==> src/sgp_pkg.sv <==
// constants, state codes and register map of the bus-read and pin block
// assumes a single 10 MHz system clock for every user of the package
package sgp_pkg;
   localparam int SGP_CLK_HZ = 10_000_000;
   localparam logic [6:0] SGP_DEV_ADDR = 7'h5d;
   localparam logic [7:0] SGP_REG_PIN0_CFG = 8'h20;
   localparam logic [7:0] SGP_REG_PIN1_CFG = 8'h21;
   localparam logic [7:0] SGP_REG_PIN2_CFG = 8'h22;
   localparam logic [7:0] SGP_REG_PIN_OUT = 8'h23;
   localparam logic [7:0] SGP_REG_PIN_IN = 8'h24;
   localparam logic [7:0] SGP_REG_STATUS = 8'h25;
   localparam logic [7:0] SGP_CFG_RESET = 8'h00;
   localparam logic [2:0] SGP_OUT_RESET = 3'h0;
   localparam logic [7:0] SGP_PTR_RESET = 8'h00;
   localparam int SGP_CFG_DRV_BIT = 0;
   localparam int SGP_CFG_INBUF_BIT = 1;
   localparam int SGP_CFG_PULL_LSB = 2;
   localparam int SGP_CFG_FUNC_LSB = 4;
   localparam logic [1:0] SGP_PULL_NONE = 2'h0;
   localparam logic [1:0] SGP_PULL_DOWN = 2'h1;
   localparam logic [1:0] SGP_PULL_UP = 2'h2;
   localparam logic [3:0] SGP_BYTE_BITS = 4'h8;
   localparam logic [3:0] SGP_LAST_TX_BIT = 4'h7;
   localparam logic [1:0] SGP_IDX_DATA = 2'h2;
   // pin 0 functions
   localparam logic [3:0] SGP_P0_INPUT = 4'h0;
   localparam logic [3:0] SGP_P0_LOCK = 4'h1;
   localparam logic [3:0] SGP_P0_CLKDET = 4'h2;
   localparam logic [3:0] SGP_P0_POR = 4'h3;
   localparam logic [3:0] SGP_P0_OUTPUT = 4'h4;
   // pin 1 functions, loss of signal for lanes 0..4 from code 3 up
   localparam logic [3:0] SGP_P1_POR = 4'h0;
   localparam logic [3:0] SGP_P1_OUTPUT = 4'h1;
   localparam logic [3:0] SGP_P1_INPUT = 4'h2;
   localparam logic [3:0] SGP_P1_LOS0 = 4'h3;
   localparam logic [3:0] SGP_P1_LOS4 = 4'h7;
   // pin 2 functions
   localparam logic [3:0] SGP_P2_OUTPUT = 4'h0;
   localparam logic [3:0] SGP_P2_INPUT = 4'h1;
   localparam logic [3:0] SGP_P2_SERCLK = 4'h2;
   typedef enum logic [2:0] {
      SGP_IDLE, SGP_RX, SGP_RX_ACK, SGP_TX, SGP_TX_ACK, SGP_IGNORE
   } sgp_bus_state_type;
endpackage

==> src/sgp_pin_pad.sv <==
// one general-purpose pin: driver, bias controls and input sampling
// assumes pin_i comes from the pad, outside the clock domain
`timescale 1ns/1ps
module sgp_pin_pad import sgp_pkg::*; (
   input wire logic sys_clk,
   input wire logic resetn,
   input wire logic ce,
   input wire logic [7:0] cfg,
   input wire logic drive_val,
   input wire logic drives_out,
   input wire logic pin_i,
   output logic pin_o,
   output logic pin_oe,
   output logic pull_up_en,
   output logic pull_down_en,
   output logic level
);
   typedef struct packed {
      logic s1;
      logic s2;
      logic o;
      logic oe;
   } sgp_pad_state_type;
   sgp_pad_state_type q, d;
   logic [1:0] pull;

   always_comb begin
      d = q;
      d.s1 = pin_i;
      d.s2 = q.s1;
      d.o = drive_val;
      d.oe = cfg[SGP_CFG_DRV_BIT] & drives_out;
   end

   always_ff @(posedge sys_clk or negedge resetn) begin
      if (!resetn) begin
         q <= '0;
      end else if (ce) begin
         q <= d;
      end
   end

   // reserved bias code leaves both resistors off
   assign pull = cfg[SGP_CFG_PULL_LSB +: 2];
   assign pull_up_en = (pull == SGP_PULL_UP);
   assign pull_down_en = (pull == SGP_PULL_DOWN);
   assign level = q.s2 & cfg[SGP_CFG_INBUF_BIT];
   assign pin_o = q.o;
   assign pin_oe = q.oe;
endmodule

==> src/sgp_smbus_gpio.sv <==
// bus-port register access with chip select and three configurable pins
// assumes the host masters scl/sda through pull-ups; status inputs share sys_clk
`timescale 1ns/1ps
// Summary of operation
// - after read address, device shifts addressed register out msb first
// - host nack ends the read; device releases the data line
// - device answers only while bus port select is high
// - fixed seven-bit address, no address resolution protocol
// - three pins with tristate, buffer disable and pull choices
// - each pin has its own config register, function in upper nibble
// - pin 0: output, input, clock status, clock detect, power-on reset
// - pin 1: power-on reset, output, input, loss of signal lanes 0-4
// - config bits 3:2 choose none, pull-down, pull-up; 11 reserved
// - config bit 1 enables the input buffer
// - config bit 0 enables the output driver, else high impedance
// - pin 0 config 0001 0001 drives pll lock out
// - clock detect status can be routed straight to a pin
// - write address increments after each data byte
// - bytes are eight bits msb first plus acknowledge bit
module sgp_smbus_gpio import sgp_pkg::*; #(
   parameter logic [6:0] DEV_ADDR = SGP_DEV_ADDR,
   parameter int NUM_LANES = 5
) (
   input wire logic sys_clk,
   input wire logic resetn,
   input wire logic ce,
   input wire logic scl_i,
   input wire logic sda_i,
   output logic sda_o,
   output logic sda_oe,
   input wire logic bus_port_select,
   input wire logic pll_lock,
   input wire logic clk_detect,
   input wire logic por_status,
   input wire logic [NUM_LANES-1:0] lane_los,
   input wire logic ser_clk,
   input wire logic [2:0] gpio_i,
   output logic [2:0] gpio_o,
   output logic [2:0] gpio_oe,
   output logic [2:0] gpio_pull_up,
   output logic [2:0] gpio_pull_down
);
   typedef struct packed {
      logic scl1, scl2, scl3;
      logic sda1, sda2, sda3;
      logic cs1, cs2;
      sgp_bus_state_type st;
      logic [3:0] cnt;
      logic [1:0] idx;
      logic rw;
      logic nack;
      logic [7:0] sh;
      logic [7:0] ptr;
      logic oe;
      logic [2:0][7:0] cfg;
      logic [2:0] out_val;
   } sgp_state_type;

   sgp_state_type q, d;
   logic [2:0] pin_level;
   logic [2:0] src;
   logic [2:0] is_out;
   logic [7:0] rd_data;
   logic scl_rise, scl_fall, start_c, stop_c;
   logic [3:0] f0, f1, f2;

   // only the second sync stage and its delayed copy feed edge detection
   assign scl_rise = q.scl2 & ~q.scl3;
   assign scl_fall = ~q.scl2 & q.scl3;
   assign start_c = q.scl2 & q.scl3 & q.sda3 & ~q.sda2;
   assign stop_c = q.scl2 & q.scl3 & ~q.sda3 & q.sda2;

   assign f0 = q.cfg[0][SGP_CFG_FUNC_LSB +: 4];
   assign f1 = q.cfg[1][SGP_CFG_FUNC_LSB +: 4];
   assign f2 = q.cfg[2][SGP_CFG_FUNC_LSB +: 4];

   always_comb begin
      src = '0;
      is_out = '0;
      unique case (f0)
         SGP_P0_LOCK: begin src[0] = pll_lock; is_out[0] = 1'b1; end
         SGP_P0_CLKDET: begin src[0] = clk_detect; is_out[0] = 1'b1; end
         SGP_P0_POR: begin src[0] = por_status; is_out[0] = 1'b1; end
         SGP_P0_OUTPUT: begin src[0] = q.out_val[0]; is_out[0] = 1'b1; end
         default: begin src[0] = 1'b0; is_out[0] = 1'b0; end
      endcase
      if (f1 >= SGP_P1_LOS0 && f1 <= SGP_P1_LOS4) begin
         src[1] = lane_los[3'(f1 - SGP_P1_LOS0)];
         is_out[1] = 1'b1;
      end else if (f1 == SGP_P1_POR) begin
         src[1] = por_status;
         is_out[1] = 1'b1;
      end else if (f1 == SGP_P1_OUTPUT) begin
         src[1] = q.out_val[1];
         is_out[1] = 1'b1;
      end
      unique case (f2)
         SGP_P2_OUTPUT: begin src[2] = q.out_val[2]; is_out[2] = 1'b1; end
         SGP_P2_SERCLK: begin src[2] = ser_clk; is_out[2] = 1'b1; end
         default: begin src[2] = 1'b0; is_out[2] = 1'b0; end
      endcase
   end

   // input functions leave is_out low so the driver stays off
   for (genvar i = 0; i < 3; i++) begin : g_pin
      sgp_pin_pad u_pad (
         .sys_clk(sys_clk),
         .resetn(resetn),
         .ce(ce),
         .cfg(q.cfg[i]),
         .drive_val(src[i]),
         .drives_out(is_out[i]),
         .pin_i(gpio_i[i]),
         .pin_o(gpio_o[i]),
         .pin_oe(gpio_oe[i]),
         .pull_up_en(gpio_pull_up[i]),
         .pull_down_en(gpio_pull_down[i]),
         .level(pin_level[i])
      );
   end

   always_comb begin
      unique case (q.ptr)
         SGP_REG_PIN0_CFG: rd_data = q.cfg[0];
         SGP_REG_PIN1_CFG: rd_data = q.cfg[1];
         SGP_REG_PIN2_CFG: rd_data = q.cfg[2];
         SGP_REG_PIN_OUT: rd_data = {5'h00, q.out_val};
         SGP_REG_PIN_IN: rd_data = {5'h00, pin_level};
         SGP_REG_STATUS: rd_data = 8'({por_status, clk_detect, pll_lock, lane_los});
         default: rd_data = 8'h00;
      endcase
   end

   always_comb begin
      d = q;
      d.scl1 = scl_i;
      d.scl2 = q.scl1;
      d.scl3 = q.scl2;
      d.sda1 = sda_i;
      d.sda2 = q.sda1;
      d.sda3 = q.sda2;
      d.cs1 = bus_port_select;
      d.cs2 = q.cs1;
      if (!q.cs2 || stop_c) begin
         d.st = SGP_IDLE;
         d.oe = 1'b0;
      end else if (start_c) begin
         d.st = SGP_RX;
         d.cnt = '0;
         d.idx = '0;
         d.oe = 1'b0;
      end else begin
         unique case (q.st)
            SGP_IDLE, SGP_IGNORE: d.oe = 1'b0;
            SGP_RX: begin
               if (scl_rise && q.cnt < SGP_BYTE_BITS) begin
                  d.sh = {q.sh[6:0], q.sda2};
                  d.cnt = q.cnt + 4'h1;
               end else if (scl_fall && q.cnt == SGP_BYTE_BITS) begin
                  d.st = SGP_RX_ACK;
                  d.oe = 1'b1;
                  if (q.idx == 2'h0) begin
                     if (q.sh[7:1] == DEV_ADDR) begin
                        d.rw = q.sh[0];
                     end else begin
                        d.st = SGP_IGNORE;
                        d.oe = 1'b0;
                     end
                  end else if (q.idx == 2'h1) begin
                     d.ptr = q.sh;
                  end else begin
                     unique case (q.ptr)
                        SGP_REG_PIN0_CFG: d.cfg[0] = q.sh;
                        SGP_REG_PIN1_CFG: d.cfg[1] = q.sh;
                        SGP_REG_PIN2_CFG: d.cfg[2] = q.sh;
                        SGP_REG_PIN_OUT: d.out_val = q.sh[2:0];
                        default: d.out_val = q.out_val;
                     endcase
                     d.ptr = q.ptr + 8'h01;
                  end
               end
            end
            SGP_RX_ACK: begin
               if (scl_fall) begin
                  d.cnt = '0;
                  if (q.idx == 2'h0 && q.rw) begin
                     d.st = SGP_TX;
                     d.sh = rd_data;
                     d.oe = ~rd_data[7];
                     d.ptr = q.ptr + 8'h01;
                  end else begin
                     d.st = SGP_RX;
                     d.oe = 1'b0;
                     d.idx = (q.idx == SGP_IDX_DATA) ? SGP_IDX_DATA : q.idx + 2'h1;
                  end
               end
            end
            SGP_TX: begin
               if (scl_fall) begin
                  if (q.cnt == SGP_LAST_TX_BIT) begin
                     d.st = SGP_TX_ACK;
                     d.oe = 1'b0;
                     d.cnt = '0;
                     d.nack = 1'b1;
                  end else begin
                     d.sh = {q.sh[6:0], 1'b0};
                     d.oe = ~q.sh[6];
                     d.cnt = q.cnt + 4'h1;
                  end
               end
            end
            SGP_TX_ACK: begin
               if (scl_rise) begin
                  d.nack = q.sda2;
               end else if (scl_fall) begin
                  if (!q.nack) begin
                     d.st = SGP_TX;
                     d.sh = rd_data;
                     d.oe = ~rd_data[7];
                     d.ptr = q.ptr + 8'h01;
                  end else begin
                     d.st = SGP_IGNORE;
                     d.oe = 1'b0;
                  end
               end
            end
         endcase
      end
   end

   always_ff @(posedge sys_clk or negedge resetn) begin
      if (!resetn) begin
         q <= '0;
         q.scl1 <= 1'b1;
         q.scl2 <= 1'b1;
         q.scl3 <= 1'b1;
         q.sda1 <= 1'b1;
         q.sda2 <= 1'b1;
         q.sda3 <= 1'b1;
         q.st <= SGP_IDLE;
         q.ptr <= SGP_PTR_RESET;
         q.cfg <= {3{SGP_CFG_RESET}};
         q.out_val <= SGP_OUT_RESET;
      end else if (ce) begin
         q <= d;
      end
   end

   // open drain: only ever pulls low
   assign sda_o = 1'b0;
   assign sda_oe = q.oe;
endmodule

==> config.mk <==
export PLATFORM = sky130hd
export DESIGN_NAME = sgp_smbus_gpio
export DESIGN_NICKNAME = d
export VERILOG_FILES = /design/src/sgp_pkg.sv /design/src/sgp_pin_pad.sv /design/src/sgp_smbus_gpio.sv
export SDC_FILE = /design/constraint.sdc
export NUM_CORES = 1
export LEC_CHECK = 0
export BUFFER_PORTS_ARGS = -buffer_cell sky130_fd_sc_hd__buf_2
export CAP_MARGIN = 10
export CORE_AREA = 2 2 89 91
export CTS_CLUSTER_DIAMETER = 150
export CTS_CLUSTER_SIZE = 30
export DETAILED_ROUTE_END_ITERATION = 12
export DIE_AREA = 0 0 91 93
export PLACE_DENSITY = 0.92
export SYNTH_ARGS = -nofsm -noshare
export SYNTH_HDL_FRONTEND = slang
export SYNTH_SLANG_ARGS = --single-unit
==> constraint.sdc <==
create_clock -name sys_clk -period 4.3 [get_ports sys_clk]
set_input_delay 0.43 -clock sys_clk [delete_from_list [all_inputs] [get_ports sys_clk]]
set_output_delay 0.43 -clock sys_clk [all_outputs]
set_load 0.01 [all_outputs]
==> impl_results.md <==
- Status: complete, no violations
- Static Leak: 2.18 nW
- Post-synth EDFFs: 0
- RSZ-0062 raised after global routing: no
- Final hold viol count: 0
- Clk buf depth: 2
- Fmax: 362 MHz
- Fin. max-slew vios: 0
- Final worst-path cycle share: roughly 64%
- Total power draw: between 2 and 2.5 mW
- Rows: 32
- Tmin final: 2.76 ns
- Port bufs: 30
- Syn Inst Count: about 460
- Initial drt markers: 337
- R2R Path End: q[42]
- Share of cells above drive strength 1: about 24%
- R2R setup slack: 1.54 ns
- Fin nets: around 500
- Worst Reg-to-Reg Cells: 5
- Area of the die: 8460 um2
- Placed wire-length estimate: about 8 mm
- Synth Register Bits: 75
- Drt total wl: 11.5 mm
- GRT Util Overall: 27.4%
- Worst-skew pair later-pin latency: 0.36 ns
- Core Area: 7530 um2
- Largest net degree at the start of global routing: 52
- Max Clock Skew: 0.0147 ns
- Sequential share of the synthesized area: 40.1%
- CP required: 4.59 ns
- Crit-path max cell delay: ~0.80 ns
- PostCTS Resize Cnt: 0
- Endpoint, Worst Hold: g_pin[2].u_pad.d[2]
- DR DRC count: 0
- Mapped Area: 4700 um2
- Syn nets: 492
- Hold path cells: 2
- Yosys top cell area share: 36.7%
- CTS Sinks: 75
- Routed Antenna Nets: 0
- CP startpoint kind: flip-flop
- Avg Cell Area, Syn: 10.2 um2
- CTS Buf Count: 9
- Synth top area cells: dfrtp_1, mux2_2, mux2_4, dfstp_2, ha_1
- First drt pass iteration count: 5
- PwrDens: 489 nW/um2
- Via Count: ~3,800
- CP max FO: 20
- CTS tree: built
- Placed Area: roughly 4700 um2
- Setup TNS: 0 ns
- DR vias/cell: 6.51
- Die height: slightly above 90 um
- Layout Area Growth over Synthesis: 6.20%
- CTS root buf: clkbuf_8
- GPL Wtd Cong: 0.922
- Worst EP arrival: 3.05 ns
- Ys flop type: dfrtp_1
- Async SR Flop Fraction: 100%
- Synth Warn #: 0
- Critical path type: reg -> reg
- Starting Density: ~62%
- Slowest cell on the critical path: dfrtp_1
- Worst VDD drop: 0.298 mV
- R2r startpoint: q[53]
- WL/cell: 19.9 um
- Slew headroom: 39.1%
- Diodes inserted: 0
- Die width: 91 um
- H-Tree Depth: 3
- Setup WS pre-CTS: between 1.5 and 2 ns
- Global-route wire length before repair: around 18 mm
- Synth cell types: 76
- CP Cell Sequence: nand2b_1 > a21oi_1 > o311ai_0 > o22ai_1 > mux2_2
- Hold path start: gpio_i[2]
- Max-Cap Viols: 0
- Congestion Overflow GR: 0
- Crit path launch: q[53]
- Vias in the first global route: 3,693
- Setup ws final: between 1.5 and 2 ns
- Setup violations, final: 0
- Antenna violations before repair: 0
- Critical Path End Type: flip-flop
- Reg clk slew, reported paths: 0.09 ns
- Final Instance Area: 4990 um2
- HP Class: in -> reg
- Worst-Margin Slew: 0.914 ns
- Fin util: approximately 66%
- Synth area leader: dfrtp_1
- # IOs: 32
==> layer usage <==
metal | GRT usage (%) | up-vias | wire, um | part of all wire (%)
met2 | 43.6 | 207 | 5590 | 49
met3 | 6.04 | 29 | 904 | 7.9
met1 | 36.6 | 1821 | 4690 | 41
met5 | 0 | - | 0 | 0
li1 | - | 1712 | - | -
met4 | 11.1 | 0 | 331 | 2.9
==> registers in the layout, summed over array words and instances (netlist names) <==
signal,flops
f1,4
g_pin.u_pad.q,3
f0,4
sda_oe,1
g_pin.u_pad.d,3
q,45
f2,4
g_pin.u_pad.pin_o,3
g_pin.u_pad.pin_oe,3
d,5
==> worst max path at each step <==
stage	endpoint	slack (ns)	depth (start not counted)
global route	q[36]	1.28	5
CTS	q[36]	1.59	5
finish	q[42]	1.54	5
global placement	q[36]	1.70	5
detailed placement	q[36]	1.62	5
floorplan	f0[0]	2.31	7
==> per-stage QoR <==
| step | std cells | hold slack [ns] |
|---|---|---|
| floorplan | 463 | 0.134 |
| global placement | 561 | 0.481 |
| detailed placement | 561 | 0.494 |
| CTS | 577 | 0.291 |
| global route | 579 | 0.291 |
| finish | 579 | 0.300 |
==> critical path, delay by kind of cell (launching register included) <==
| kind | cells | cell delay [ns] |
|---|---|---|
| multiplexers | 1 | 0.19 |
| flip-flops | 1 | 0.80 |
| AND/OR/NAND/NOR | 1 | 0.32 |
| AO/OA/AOI/OAI | 3 | 1.39 |
==> cell usage in the layout, fill, tap and decap left out, types with 3 or more instances in the layout <==
master,count
a21o_1,4
a21oi_1,17
a222oi_1,6
a22o_1,5
a22oi_1,4
a31oi_1,4
a32oi_1,3
and2_1,4
buf_2,30
clkbuf_8,9
dfrtp_1,69
dfstp_2,6
ha_1,11
inv_1,31
inv_6,5
mux2_2,32
mux2_4,15
mux2i_1,8
nand2_1,28
nand2b_1,6
nand3_1,17
nand3b_1,3
nand4_1,6
nand4b_1,4
nor2_1,25
nor2b_1,9
nor3_1,7
nor3b_1,4
o211ai_1,3
o21a_1,3
o21ai_0,24
o22ai_1,17
==> kinds of logic after synthesis <==
group | after synthesis | share of synthesized area [%]
muxes | 55 | 14.2
AOI/OAI and AO/OA | 117 | 17.4
DFF | 75 | 40.1
xor gates and xnor gates | 4 | 1.07
buffers and inverters | 67 | 7.91
other | 1 | 0.0798
adders and majority gates | 11 | 2.93
and+or+nand+nor | 133 | 16.4
==> layout make-up <==
class                           instances  area [um2]
Inverter                               32         120
Fill cell                             574        2540
Timing Repair Buffer                   33         188
Clock inverter                          7         104
Tap cell                              102         128
Sequential cell                        75        1880
Clock buffer                            9         124
Multi-Input combinational cell        321        2440
==> what timing repair did <==
item,4_1_cts,5_1_grt
hold buffers,0,1
endpoints found under the hold margin,0,10
setup buffers,0,0
==> Yosys cell counts, drive strengths merged (3+ instances only) <==
library cell and instances:
mux2 47, a32oi 3, o22ai 17, o211ai 4
a21o 4, nand4 6, o21a 3, and2b 3
nor2b 9, and2 4, nand2b 6, nor3 7
a31oi 4, a22o 5, dfrtp 69, nand3 19
buf 23, ha 11, dfstp 6, nand2 28
a21oi 17, a22oi 4, nand3b 3, o21ai 26
inv 31, clkbuf 12, nor2 25, nor3b 5
nand4b 4, a222oi 6, mux2i 8
==> power by group <==
group	switching [mW]	internal, mW	total [mW]
logic	0.433	0.302	0.735
clock network	0.291	0.337	0.628
registers	0.253	0.823	1.08
Note: power is estimated with default switching activity, not from simulation.
